$ cat config.mk
export PLATFORM = sky130hd
export DESIGN_NAME = fwkl_guard
export DESIGN_NICKNAME = d
export VERILOG_FILES = /design/src/hw/fwkl_pkg.sv /design/src/hw/fwkl_guard.sv /design/src/hw/fwkl_psctl.sv
export SDC_FILE = /design/constraint.sdc
export NUM_CORES = 1
export LEC_CHECK = 0
export BUFFER_PORTS_ARGS = -buffer_cell sky130_fd_sc_hd__buf_4
export CELL_PAD_IN_SITES_DETAIL_PLACEMENT = 0
export CELL_PAD_IN_SITES_GLOBAL_PLACEMENT = 2
export CORE_MARGIN = 2
export CORE_UTILIZATION = 30
export DETAILED_ROUTE_END_ITERATION = 8
export GPL_TIMING_DRIVEN = 0
export PLACE_DENSITY = 0.79
export SLEW_MARGIN = 20
export SYNTH_ARGS = -nofsm -noshare
export SYNTH_HDL_FRONTEND = slang
export SYNTH_HIERARCHICAL = 1
export SYNTH_SLANG_ARGS = --single-unit
$ cat constraint.sdc
create_clock -name clk -period 2.3 [get_ports clk]
set_clock_uncertainty 0.05 [all_clocks]
set_input_delay 0.115 -clock clk [delete_from_list [all_inputs] [get_ports clk]]
set_output_delay 0.115 -clock clk [all_outputs]
set_load 0.1 [all_outputs]
$ cat src/hw/fwkl_pkg.sv
// Constants shared by the program-memory write guard
package fwkl_pkg;
  // Special-function register addresses
  localparam logic [7:0] KEY_ADDR = 8'hB7;
  localparam logic [7:0] PSCTL_ADDR = 8'h8F;
  // Reset values
  localparam logic [7:0] KEY_RESET = 8'h00;
  localparam logic [1:0] PSCTL_RESET = 2'h0;
  // Key sequence values
  localparam logic [7:0] KEY_FIRST = 8'hA5;
  localparam logic [7:0] KEY_SECOND = 8'hF1;
  // Field positions in the program store control register
  localparam int PSCTL_WE_BIT = 0;
  localparam int PSCTL_EE_BIT = 1;
  // Lock state codes read back from the key register
  localparam logic [1:0] CODE_IDLE = 2'h0;
  localparam logic [1:0] CODE_KEY1 = 2'h1;
  localparam logic [1:0] CODE_ARMED = 2'h2;
  localparam logic [1:0] CODE_LOCKED = 2'h3;
  // Guard states
  typedef enum logic [2:0] {
    GUARD_IDLE,
    GUARD_KEY1,
    GUARD_ARMED,
    GUARD_BUSY,
    GUARD_LOCKED
  } fwkl_state_t;
endpackage

$ cat src/hw/fwkl_guard.sv
module fwkl_guard (
  input wire logic clk, // System clock, 50 MHz
  input wire logic rst_n, // Asynchronous device reset, active low
  input wire logic [7:0] sfr_addr, // Register address from the core
  input wire logic sfr_wr, // Register write strobe, one cycle
  input wire logic sfr_rd, // Register read strobe, one cycle
  input wire logic [7:0] sfr_wdata, // Register write data
  output logic [7:0] sfr_rdata, // Register read data, registered
  input wire logic store_wr, // External store write strobe, one cycle
  input wire logic [15:0] store_addr, // External store address
  input wire logic [7:0] store_wdata, // External store write data
  output logic xdata_wr, // Data memory write pulse
  output logic [15:0] xdata_addr, // Data memory address
  output logic [7:0] xdata_wdata, // Data memory write data
  output logic flash_start, // Flash operation start pulse
  output logic flash_erase, // Flash operation is a page erase
  output logic [15:0] flash_addr, // Flash byte or page address
  output logic [7:0] flash_wdata, // Flash byte to program
  input wire logic flash_done, // Flash operation finished, one cycle
  output logic flash_refused, // Attempt refused, one-cycle pulse
  output logic flash_locked // Guard permanently locked, level
);
  fwkl_pkg::fwkl_state_t state_q;
  fwkl_pkg::fwkl_state_t state_d;
  logic lock_q;
  logic lock_d;
  logic [7:0] rdata_q;
  logic [7:0] rdata_d;
  logic xdata_wr_q;
  logic [15:0] xdata_addr_q;
  logic [7:0] xdata_wdata_q;
  logic flash_start_q;
  logic flash_erase_q;
  logic [15:0] flash_addr_q;
  logic [7:0] flash_wdata_q;
  logic refused_q;
  logic write_enable;
  logic erase_enable;

  // Map a guard state onto the two-bit code software reads
  function automatic logic [1:0] state_code(
    input fwkl_pkg::fwkl_state_t st,
    input logic locked
  );
    logic [1:0] code;
    code = fwkl_pkg::CODE_IDLE;
    if (locked) begin
      code = fwkl_pkg::CODE_LOCKED;
    end else begin
      unique case (st)
        fwkl_pkg::GUARD_IDLE: code = fwkl_pkg::CODE_IDLE;
        fwkl_pkg::GUARD_KEY1: code = fwkl_pkg::CODE_KEY1;
        fwkl_pkg::GUARD_ARMED: code = fwkl_pkg::CODE_ARMED;
        fwkl_pkg::GUARD_BUSY: code = fwkl_pkg::CODE_ARMED;
        fwkl_pkg::GUARD_LOCKED: code = fwkl_pkg::CODE_LOCKED;
        default: code = fwkl_pkg::CODE_LOCKED;
      endcase
    end
    return code;
  endfunction

  // Address decode of the two registers
  wire key_wr = sfr_wr && (sfr_addr == fwkl_pkg::KEY_ADDR);
  wire key_rd = sfr_rd && (sfr_addr == fwkl_pkg::KEY_ADDR);
  wire ctl_wr = sfr_wr && (sfr_addr == fwkl_pkg::PSCTL_ADDR);
  wire ctl_rd = sfr_rd && (sfr_addr == fwkl_pkg::PSCTL_ADDR);
  wire key_is_first = (sfr_wdata == fwkl_pkg::KEY_FIRST);
  wire key_is_second = (sfr_wdata == fwkl_pkg::KEY_SECOND);

  // Store writes go to flash only while the write enable is set
  // store write steering
  wire prog_wr = store_wr && write_enable;
  wire data_wr = store_wr && !write_enable;
  // permitted only when armed
  // A key write on the same edge locks, so no launch may slip out
  wire prog_ok = prog_wr && (state_q == fwkl_pkg::GUARD_ARMED) &&
    !lock_q && !key_wr;
  wire prog_bad = prog_wr && !prog_ok;

  fwkl_psctl u_psctl (
    .clk(clk),
    .rst_n(rst_n),
    .wr_en(ctl_wr),
    .wdata(sfr_wdata),
    .write_enable(write_enable),
    .erase_enable(erase_enable)
  );

  // Guard sequencing; a refused attempt or bad key wins over all else
  always_comb begin
    state_d = state_q;
    unique case (state_q)
      fwkl_pkg::GUARD_IDLE: begin
        if (key_wr) begin
          state_d = key_is_first ? fwkl_pkg::GUARD_KEY1
                                 : fwkl_pkg::GUARD_LOCKED;
        end
      end
      fwkl_pkg::GUARD_KEY1: begin
        if (key_wr) begin
          state_d = key_is_second ? fwkl_pkg::GUARD_ARMED
                                  : fwkl_pkg::GUARD_LOCKED;
        end
      end
      fwkl_pkg::GUARD_ARMED: begin
        if (key_wr) begin
          state_d = fwkl_pkg::GUARD_LOCKED;
        end else if (prog_ok) begin
          state_d = fwkl_pkg::GUARD_BUSY;
        end
      end
      fwkl_pkg::GUARD_BUSY: begin
        if (key_wr) begin
          state_d = fwkl_pkg::GUARD_LOCKED;
        end else if (flash_done) begin
          state_d = fwkl_pkg::GUARD_IDLE;
        end
      end
      fwkl_pkg::GUARD_LOCKED: state_d = fwkl_pkg::GUARD_LOCKED;
      default: state_d = fwkl_pkg::GUARD_LOCKED;
    endcase
    if (prog_bad) begin
      state_d = fwkl_pkg::GUARD_LOCKED;
    end
  end

  assign lock_d = lock_q || (state_d == fwkl_pkg::GUARD_LOCKED);

  // Read data: only the lock code is visible, never the written key
  // read returns state
  always_comb begin
    rdata_d = rdata_q;
    if (key_rd) begin
      rdata_d = {6'h00, state_code(state_q, lock_q)};
    end else if (ctl_rd) begin
      rdata_d = {6'h00, erase_enable, write_enable};
    end else if (sfr_rd) begin
      rdata_d = 8'h00;
    end
  end

  always_ff @(posedge clk or negedge rst_n) begin
    if (!rst_n) begin
      state_q <= fwkl_pkg::GUARD_IDLE;
      lock_q <= 1'b0;
      rdata_q <= fwkl_pkg::KEY_RESET;
    end else begin
      state_q <= state_d;
      lock_q <= lock_d;
      rdata_q <= rdata_d;
    end
  end

  // Data memory path, one cycle behind the request
  always_ff @(posedge clk or negedge rst_n) begin
    if (!rst_n) begin
      xdata_wr_q <= 1'b0;
      xdata_addr_q <= 16'h0000;
      xdata_wdata_q <= 8'h00;
    end else begin
      xdata_wr_q <= data_wr;
      if (data_wr) begin
        xdata_addr_q <= store_addr;
        xdata_wdata_q <= store_wdata;
      end
    end
  end

  // Flash launch; the data byte is meaningless for an erase
  // page erase select
  always_ff @(posedge clk or negedge rst_n) begin
    if (!rst_n) begin
      flash_start_q <= 1'b0;
      flash_erase_q <= 1'b0;
      flash_addr_q <= 16'h0000;
      flash_wdata_q <= 8'h00;
      refused_q <= 1'b0;
    end else begin
      flash_start_q <= prog_ok;
      refused_q <= prog_bad;
      if (prog_ok) begin
        flash_erase_q <= erase_enable;
        flash_addr_q <= store_addr;
        flash_wdata_q <= store_wdata;
      end
    end
  end

  assign sfr_rdata = rdata_q;
  assign xdata_wr = xdata_wr_q;
  assign xdata_addr = xdata_addr_q;
  assign xdata_wdata = xdata_wdata_q;
  assign flash_start = flash_start_q;
  assign flash_erase = flash_erase_q;
  assign flash_addr = flash_addr_q;
  assign flash_wdata = flash_wdata_q;
  assign flash_refused = refused_q;
  assign flash_locked = lock_q;
endmodule

$ cat src/hw/fwkl_psctl.sv
// Program store control register: write and erase enable bits
module fwkl_psctl (
  input wire logic clk, // System clock
  input wire logic rst_n, // Asynchronous reset, active low
  input wire logic wr_en, // Write strobe for this register
  input wire logic [7:0] wdata, // Write data
  output logic write_enable, // Store writes target program memory
  output logic erase_enable // Store writes erase a page when write_enable is also set
);
  logic [1:0] ctl_q;
  logic [1:0] ctl_d;

  // Reserved upper bits are dropped; they always read zero
  assign ctl_d = wr_en ? wdata[1:0] : ctl_q;

  // Control bits held until software rewrites them
  always_ff @(posedge clk or negedge rst_n) begin
    if (!rst_n) begin
      ctl_q <= fwkl_pkg::PSCTL_RESET;
    end else begin
      ctl_q <= ctl_d;
    end
  end

  assign write_enable = ctl_q[fwkl_pkg::PSCTL_WE_BIT];
  assign erase_enable = ctl_q[fwkl_pkg::PSCTL_EE_BIT];
endmodule
Word-level counts from Yosys, hierarchy flattened
Cells that the tools add are included.
- flip-flop bits (word level): 66
- bits of input ports: 46
- output and inout bits: 61
- logic and storage cells: 53
- equality and inequality tests: 8
- mux-type cells: 15
- reductions and logical operators: 18
- operators with widths (kind ; number):
    $eq A8 B8 Y1 const B ; 4
    $mux W3 ; 9
    $mux W8 ; 3
    $pmux W3 S4 ; 1
    $logic_and A1 B1 Y1 ; 10
    $eq A3 B2 Y1 const B ; 2
    $pmux W2 S3 ; 1
    $logic_not A1 Y1 ; 4
    $eq A3 B1 Y1 const B ; 1
    $eq A3 B3 Y1 const B ; 1
    $logic_not A3 Y1 ; 1
    $reduce_bool A3 Y1 ; 1
    $mux W2 ; 1
    $reduce_or A2 Y1 ; 1
    $logic_or A1 B1 Y1 ; 1

Logic depth before layout (Yosys ltp)
Gate-level depths: netlist of the first run.
- word-level depth: 10
- gate-level depth with buffers: 6
- gate-level depth less buffers: 4

By module
The synthesis of the first run kept the hierarchy.
- modules (own cells, without submodules) (module ; times used ; cells an instance ; area an instance (µm²) ; seq. area each (µm²)):
    fwkl_guard ; 1 ; 172 ; 2539.9 ; 1451.4
    fwkl_psctl ; 1 ; 4 ; 72.6 ; 50.0

Worst setup path after synthesis of the first run
OpenSTA, ideal clock, no wires.
- path type: register to register
- start: register lock_q (netlist: flash_locked)
- end: register flash_addr_q[10] (netlist: flash_addr[10])
- library setup time: 0.125 ns
- data arrival time: 1.981 ns
- required time: 2.125 ns
- path slack: 0.144 ns
- stages on the path, launching flop included: 5
- path buffers: 1
- clock period less this slack: 2.156 ns
- cells stage by stage: dfrtp_1 nor4b_4 nand4_4 buf_12 mux2_4
- longest elaborated chain between the ends: 3
- ends and longest elaborated chain (item ; RTL line ; RTL):
    start: declaration ; fwkl_guard.sv:25 ; logic lock_q;
    start signal: assignment ; fwkl_guard.sv:149 ; lock_q <= lock_d;
    $logic_not A1 Y1 ; fwkl_guard.sv:77 ; !lock_q && !key_wr;
    $logic_and A1 B1 Y1 ; fwkl_guard.sv:76 ; wire prog_ok = prog_wr && (state_q == fwkl_pkg::GUARD_ARMED) &&
    $logic_and A1 B1 Y1 ; fwkl_guard.sv:77 ;
    end signal: assignment ; fwkl_guard.sv:183 ; flash_addr_q <= store_addr;
    end: declaration ; fwkl_guard.sv:34 ; logic [15:0] flash_addr_q;
Every way passes these cells.
A chain may end at the register's enable or synchronous reset.

Final worst setup path of the first run
- start: register state_q[0]
- end: register flash_wdata_q[1] (netlist: flash_wdata[1])
- longest elaborated chain between the ends: 4
- ends and longest elaborated chain (item ; RTL line ; RTL):
    start: declaration ; fwkl_guard.sv:23 ; fwkl_pkg::fwkl_state_t state_q;
    start signal: assignment ; fwkl_guard.sv:144 ; state_q <= fwkl_pkg::GUARD_IDLE;
    start signal: assignment ; fwkl_guard.sv:148 ; state_q <= state_d;
    $eq A3 B2 Y1 ; fwkl_guard.sv:76 ;
    $logic_and A1 B1 Y1 (2 in a row) ; fwkl_guard.sv:76 ;
    $logic_and A1 B1 Y1 ; fwkl_guard.sv:77 ;
    end signal: assignment ; fwkl_guard.sv:184 ; flash_wdata_q <= store_wdata;
    end: declaration ; fwkl_guard.sv:35 ; logic [7:0] flash_wdata_q;
Every way passes these cells.

==> impl_metrics.toml, run 1 <==
[clocking]
root_buffer = "clkbuf_8"
clk_pin_slew_ns = 0.06
clk_latency_ns = 0.33
cts_setup_buffers = 0
clock_path_buffers = 2
cts_sinks = 60
cts_tree = "built"
cts_buffers = 9
cts_max_level = 3

[worst_setup_path]
critPathRequiredTime_ns = 2.47
worstSetupPathType = "reg -> reg"
cp.arrival_ns = 2.06
crit_path_start_kind = "flop"
cp-end-kind = "flop"
cp_max_fo = 10

[timing]
min_period_ns = 1.890
slew_violations = 0
rsz0062_at_grt = "false"
tns_ns = 0
fmax_mhz = 529.0
layout_worst_path_cycle_share_pct = 82.19
setup_viol = 0
tightest_slew_ns = 0.7706
max_slew_margin_pct = 48.62
hold_viol = 0
fin_hold_ws_ns = 0.04490
finalWorstSetupSlack_ns = 0.4096

[logic_synthesis]
yosysUniqueCellTypes = 32
yosysMostFrequentCell = "dfrtp_1"
syn-mean-instance-area_um2 = 14.84
synthTopCellsByArea = "dfrtp_1, mux2_2, mux2_4"
yosysTopAreaCellShare_pct = 57.47
ys_warn_count = 6
synth_ff_type = "dfrtp_1"
synth_enable_flop_cells = 0
syn-cell-area_mm2 = 0.002613
synth_common_cells = "dfrtp_1, mux2_2, mux2_4"
synth-seq-area-share_pct = 57.47
yosys.area.top_type = "dfrtp_1"
async_reset_ff_share_pct = 100.0
ys_ff_latch = 60
synthCells = 176

[pwr]
power_leakage_nw = 2.002
vdd_drop_max_uv = 361.2
power.density_mw_per_mm2 = 665.0

[grt]
grt_max_degree = 61
antenna_found_initial = 0
grt_pass1_vias = 1968
grt_pass1_wl_mm = 9.618
track_usage_pct = 12.86
globalRouteOverflowTotal = 0

[route]
ant_nets = 0
drc = 0
vias = 1908
route.detailed.wl_per_inst_um = 13.82
wl_mm = 5.983
initialDrtViolationCount = 41
viasPerCell = 4.406
firstDrtPassIters = 4

[floorplanning]
core-area_mm2 = 0.008593
fp-row-count = 34
fp.dieH_um = 97.32
dieArea_mm2 = 0.009471
start_util_pct = 30.40
die_x_um = 97.32
io_pins = 107

[placed_design]
dpl.hpwl_mm = 4.101
placed_area_mm2 = 0.003517
dp_cells = 389
gp_congestion = 0.7156
port_buffers = 100
dp_slack_ns = 0.3677

[flow_run]
drv_cap = 0

[cells_and_area]
fin_area_mm2 = 0.003965
diodes = 0
final_cells = 433
final_nets = 367
drive_above_1_share_pct = 56.00
fillers = 779
area_growth_pct = 51.77

[min_path]
hold_path_class = "in -> reg"

[outcome]
status = "finished, final reports clean"
## logic make-up after synthesis
family                 Yosys count  share of synthesized area, %
DFF                             60                         57.47
muxes                           51                         24.43
and+or+nand+nor                 34                         9.865
buffers and inverters           18                         5.364
AOI/OAI and AO/OA               12                         2.730
other                            1                        0.1435
## cells in the final DEF (no fill, tap or decap), drive strengths merged, types with 3 or more instances in the layout
master,netlist,layout
buf,12,112
dfrtp,60,60
mux2,51,51
dlygate4sd3,0,29
clkbuf,1,11
a21oi,6,6
conb,1,6
nand4,6,6
nand2,5,5
inv,5,5
nor2,4,4
nor3,3,3
clkinv,0,3
## area by class of cell
cell class | instances | area [um^2] | share of cell area [%]
clock buffer | 10 | 127.6 | 3.219
buffer | 13 | 121.4 | 3.061
clock inverter | 5 | 30.03 | 0.7573
tap | 108 | 135.1 | 3.408
timing repair buffer | 129 | 1041 | 26.25
sequential | 60 | 1501 | 37.87
multi-input combinational | 103 | 989.7 | 24.96
inverter | 5 | 18.77 | 0.4733
## flip-flops by register name (all words and copies together), names as in the netlist, 2 cells and up
register,flops
state_q,3
xdata_wdata,8
sfr_rdata,2
flash_addr,16
xdata_addr,16
flash_wdata,8
u_psctl/ctl_q,2
## power by group
| part | switching [W] | total [W] | leakage (nW) | internal [W] |
|---|---|---|---|---|
| Combinational | 0.000492 | 0.000697 | 1.15 | 0.000205 |
| Sequential | 0.0000425 | 0.00115 | 0.774 | 0.00111 |
| Clock | 0.000411 | 0.000790 | 0.0779 | 0.000379 |
| Total | 0.000946 | 0.00264 | 2.00 | 0.00169 |
## worst paths after layout
kind,slack [ns],from,endpoint,cells past startpoint
worst max register to register,0.41,state_q[0],flash_wdata[1],5
min in group asynchronous,0.32,rst_n,flash_wdata[0],2
worst min-delay path,0.04,flash_done,state_q[1],4
max in group asynchronous,1.33,rst_n,xdata_addr[10],2
worst min register to register,0.46,xdata_addr[0],xdata_addr[0],1
worst max-delay path,0.41,state_q[0],flash_wdata[1],5
## timing repair
item	in CTS	in global routing
resized for setup	0	0
endpoints found under the hold margin	113	0
hold buffers	29	0
## metal layers
| metal | vias up | GRT usage, % | share of wire, % |
|---|---|---|---|
| met5 | - | 0 | 0 |
| met4 | 0 | 3.205 | 1.1 |
| met3 | 8 | 5.612 | 7.0 |
| met2 | 66 | 21.47 | 49 |
| met1 | 927 | 15.31 | 43 |
| li1 | 907 | - | - |
## through the flow
step / utilization [%] / power (W)
after floorplan: - / 0.001633
after global placement: 40.93 / 0.001823
after detailed placement: 40.93 / 0.001830
after CTS: 46.14 / 0.002676
after global routing: 46.14 / 0.002753
final: 46.14 / 0.002637
## worst max-delay path, stage by stage, from the launching register on
cell     delay, ns
dfrtp_1       0.37
buf_6         0.14
nor4b_4       0.36
nand4_4       0.30
buf_12        0.25
mux2_4        0.29
(Power assumes the default switching activity.)
==> run 2: changes to the inputs <==
Settings changed: CORE_UTILIZATION 30 to 28, PLACE_DENSITY 0.79 to 0.78.
Clock period 2.3 ns to 1.66 ns, I/O delays scaled along.
==> run 2 against run 1 <==
  * Combinational power increased by 39%
  * Cell count rose by 2.1%
  * Clock power grew 75%
  * Clock-buffer cell count unchanged
  * Critical endpoint is now flash_addr[11]
  * Largest power group unchanged
  * Fmax up 10%
  * Utilization fell by 1.5 points
  * Non-clock buffer count increased by 6
  * Highest routed layer unchanged
  * Sequential cell count is the same
  * The flow now finishes with violations (setup timing)
  * Via count increased by 1.6%
==> impl_metrics.toml, run 2 (synthesis results as in run 1) <==
[outcome]
status = "complete, but fails checks"
violations = "setup timing"

[route]
firstDrtPassIters = 5
initialDrtViolationCount = 22
wl_mm = 6.058
ant_nets = 0
vias = 1938
drc = 0
viasPerCell = 4.385
route.detailed.wl_per_inst_um = 13.71

[grt]
grt_pass1_wl_mm = 9.515
grt_pass1_vias = 1969
grt_max_degree = 61
globalRouteOverflowTotal = 0
track_usage_pct = 12.07
antenna_found_initial = 0

[worst_setup_path]
worstSetupPathType = "reg -> reg"
crit_path_start_kind = "flop"
critPathRequiredTime_ns = 1.82
cp.arrival_ns = 1.88
cp_max_fo = 10
cp-end-kind = "flop"
rr_worst_depth = 4

[cells_and_area]
area_growth_pct = 56.56
final_cell_mix = "buf_4, dfrtp_1, mux2_2, dlygate4sd3_1, mux2_4"
fillers = 860
fin_area_mm2 = 0.004090
diodes = 0
multi_input_area_um2 = 994.7
final_nets = 373
drive_above_1_share_pct = 57.40
seqCellArea_mm2 = 0.001505
final_common_cell = "buf_4"

[floorplanning]
fp.dieH_um = 100.6
dieArea_mm2 = 0.01012
start_util_pct = 28.54
io_pins = 107
die_x_um = 100.6
core-area_mm2 = 0.009153
fp-row-count = 35

[clocking]
clk_latency_ns = 0.33
clk_pin_slew_ns = 0.06
cts_tree = "built"
cts_max_level = 3
cts_buffers = 9
root_buffer = "clkbuf_8"
cts_sinks = 60
clock_path_buffers = 2

[pwr]
power.density_mw_per_mm2 = 964.8
power_leakage_nw = 2.061
vdd_drop_max_uv = 543.1

[timing]
fmax_mhz = 582.9
max_slew_margin_pct = 49.17
tightest_slew_ns = 0.7624
min_period_ns = 1.716
tns_ns = -0.9059
fin_hold_ws_ns = 0.06237
setup_viol = 22
slew_violations = 0
layout_worst_path_cycle_share_pct = 103.3
rsz0062_at_grt = "true"
hold_viol = 0
finalWorstSetupSlack_ns = -0.05558

[flow_run]
drv_cap = 0

[placed_design]
gp_congestion = 0.6916
placed_area_mm2 = 0.003530
dpl.hpwl_mm = 4.228
port_buffers = 100

[min_path]
min_path_cells = 4
hold_path_class = "in -> reg"
==> run 2: final cells by class <==
class | instances | area share, %
Buffer | 13 | 3.304
Clock buffer | 10 | 3.120
Clock inverter | 5 | 1.897
Inverter | 5 | 0.4589
Multi-Input combinational cell | 103 | 24.32
Sequential cell | 60 | 36.80
Tap cell | 111 | 3.396
Timing Repair Buffer | 135 | 26.71
==> run 2: worst max-delay path: stages (launching register included) <==
cell     delay [ns]
dfrtp_4        0.49
nor4b_4        0.35
nand4_4        0.21
buf_12         0.21
mux2_4         0.29
==> run 2: per-stage QoR <==
stage	setup slack [ns]	utilization, %	power [W]	instances
3_3_place_gp	-0.2518	38.56	0.002526	392
5_1_grt	-0.1166	44.69	0.004110	442
2_1_floorplan	-0.2525	-	0.002263	181
3_5_place_dp	-0.2834	38.56	0.002537	392
6_report	-0.05558	44.69	0.003946	442
4_1_cts	-0.07739	44.52	0.004013	441
==> run 2: report_power, final <==
part	leakage, nW	switching [W]	internal [W]
sequential	0.774	0.0000583	0.00153
combinational	1.19	0.000681	0.000289
clock	0.102	0.000551	0.000832
total	2.06	0.00129	0.00266
==> run 2: path summary, 6_finish.rpt <==
| check | from | endpoint | slack, ns |
|---|---|---|---|
| max in group asynchronous | rst_n | flash_locked | 0.66 |
| hold / removal | sfr_wdata[6] | state_q[0] | 0.06 |
| hold reg to reg | xdata_addr[11] | xdata_addr[11] | 0.46 |
| min in group asynchronous | rst_n | flash_wdata[0] | 0.33 |
| setup reg to reg | flash_locked | flash_addr[11] | -0.06 |
| setup / recovery | flash_locked | flash_addr[11] | -0.06 |
==> run 2: timing repair <==
action,4_1_cts,5_1_grt
endpoints found under the setup margin,46,30
buffers inserted,4,1
pin swaps,2,1
resized for setup,4,2
hold buffers,30,0
endpoints found under the hold margin,114,0
==> run 2: layer usage <==
layer	routed length, um	GRT usage, %	part of all wire, %	vias to the layer above
met5	0	0	0	-
met3	384	4.161	6.3	8
met1	2657	15.44	44	951
li1	-	-	-	915
met2	2931	19.08	48	64
met4	84	4.110	1.4	0
==> run 3: changes to the inputs <==
Settings changed: CORE_UTILIZATION 28 to 30, PLACE_DENSITY 0.78 to 0.79, REMOVE_ABC_BUFFERS set to 1, TNS_END_PERCENT set to 10.
Clock period 1.66 ns to 2.1 ns, I/O delays scaled along.
==> run 3 against run 2 <==
  * The run still ends with setup timing left
  * Critical path depth is 1 lower
  * Non-clock buffer count decreased by 19
  * First-iteration DRC count increased by 59%
  * Clock power fell by 27%
  * Total power is 23% lower
  * Sequential share of layout area is 1.7 points higher
  * Critical path type unchanged
  * Highest routed layer unchanged
==> impl_metrics.toml, run 3 (synthesis results as in run 1) <==
[outcome]
status = "complete, but fails checks"
violations = "setup timing"

[timing]
rsz0062_at_grt = "true"
finalWorstSetupSlack_ns = -0.01892
min_period_ns = 2.119
hold_viol = 0
fmax_mhz = 471.9
tns_ns = -0.1597
slew_violations = 0
layout_worst_path_cycle_share_pct = 100.9
tightest_slew_ns = 0.7642
setup_viol = 24
max_slew_margin_pct = 49.05

[floorplanning]
start_util_pct = 30.40
io_pins = 107
dieArea_mm2 = 0.009471
fp.dieH_um = 97.32
fp-row-count = 34
core-area_mm2 = 0.008593
die_x_um = 97.32

[pwr]
power.density_mw_per_mm2 = 775.2
power_leakage_nw = 1.952
vdd_drop_max_uv = 439.4

[grt]
track_usage_pct = 13.04
grt_pass1_wl_mm = 9.687
globalRouteOverflowTotal = 0
grt_pass1_vias = 1929
antenna_found_initial = 0
grt_max_degree = 61

[route]
routed-wl-met3_um = 355
viasPerCell = 4.352
firstDrtPassIters = 4
ant_nets = 0
initialDrtViolationCount = 35
dr_wl_met2_mm = 2.843
top_layer = "met4"
vias = 1832
wl_met1_mm = 2.585
wl_mm = 5.856
drc = 0
route.detailed.wl_per_inst_um = 13.91

[worst_setup_path]
r2r_start = "state_q[0]"
cp_max_fo = 28
path_depth = 3
rr_worst_depth = 3
crit_path_start_kind = "flop"
slowest_delay_ns = 0.59
r2r_setup_slack_ns = -0.02
path_delay_family = "simple AND/OR/NAND/NOR gates"
critPathSlowestCell = "nand4_4"
cp_cell_sequence = "nor4b_4, nand4_4, mux2_2"
cp_num_buf_inv = 0
cp.arrival_ns = 2.28
r2r-end = "flash_addr[5]"
worstSetupPathType = "reg -> reg"
crit_start = "state_q[0]"
crit_end = "flash_addr[5]"
critPathRequiredTime_ns = 2.26
cp-end-kind = "flop"

[cells_and_area]
diodes = 0
final_nets = 354
drive_above_1_share_pct = 56.23
final_core_utilization_pct = 45.46
final_common_cell = "buf_4"
final_cell_mix = "buf_4, dfrtp_1, mux2_2, dlygate4sd3_1, mux2_4"
area_growth_pct = 49.52
fillers = 791

[placed_design]
dpl.hpwl_mm = 3.947
gp_congestion = 0.7174
port_buffers = 100

[clocking]
cts_buffers = 9
root_buffer = "clkbuf_8"
cts_max_level = 3
cts_tree = "built"
cts_sinks = 60
clk_pin_slew_ns = 0.07
clock_path_buffers = 2
clk_latency_ns = 0.33

[flow_run]
drv_cap = 0

[min_path]
hold_path_class = "in -> reg"
## run 3: changes by cell type in the layout (fill, tap and decap cells not counted), sizes merged
cell	delta
inv	+1
bufinv	-1
buf	-16
clkinvlp	+1
clkbuf	-1
dlygate4sd3	-2
## run 3: layout make-up
class                           instances  area, um^2  share of cell area (%)
Clock buffer                           10       127.6                   3.267
Clock inverter                          6       63.81                   1.634
Inverter                                5       18.77                  0.4805
Multi-Input combinational cell        103       997.2                   25.53
Sequential cell                        60        1505                   38.53
Tap cell                              108       135.1                   3.459
Timing Repair Buffer                  129        1059                   27.10
## run 3: worst min path at each step
stage	cells past startpoint	endpoint	slack, ns	start
after floorplan	0	flash_addr[0]	-0.24	rst_n
after global placement	1	flash_addr[11]	0.18	rst_n
after detailed placement	1	flash_addr[11]	0.19	rst_n
after CTS	2	flash_refused	0.002	store_wr
after global routing	2	flash_refused	0.01	store_wr
final	2	flash_refused	0.02	store_wr
## run 3: timing repair
item / in CTS / in global routing
pin swaps: 1 / 0
hold buffers: 28 / 0
setup buffers: 0 / 0
setup endpoints to repair: 26 / 26
endpoints found under the hold margin: 112 / 0
gates resized for setup: 2 / 1
## run 3: stage by stage
step | hold slack [ns] | cell area [um^2] | total power [W] | std cells | worst slack [ns]
3_3_place_gp | 0.1822 | 3396 | 0.001991 | 376 | -0.9171
3_5_place_dp | 0.1850 | 3431 | 0.002003 | 377 | -0.1144
4_1_cts | 0.001822 | 3905 | 0.003070 | 421 | -0.07210
5_1_grt | 0.01060 | 3906 | 0.003164 | 421 | -0.1473
2_1_floorplan | -0.2406 | 2510 | 0.001780 | 168 | -0.1978
6_report | 0.02008 | 3906 | 0.003028 | 421 | -0.01892
## run 3: per-layer routing
metal | vias to the layer above | track usage [%]
met5 | - | 0
met4 | 0 | 4.487
met3 | 6 | 4.604
met2 | 60 | 21.42
met1 | 890 | 15.99
li1 | 876 | -
## run 3: power breakdown
group / switching, W / internal [W] / leakage (nW)
clock network: 0.000463 / 0.000548 / 0.0927
registers: 0.0000469 / 0.00121 / 0.770
logic: 0.000537 / 0.000220 / 1.09
total: 0.00105 / 0.00198 / 1.95
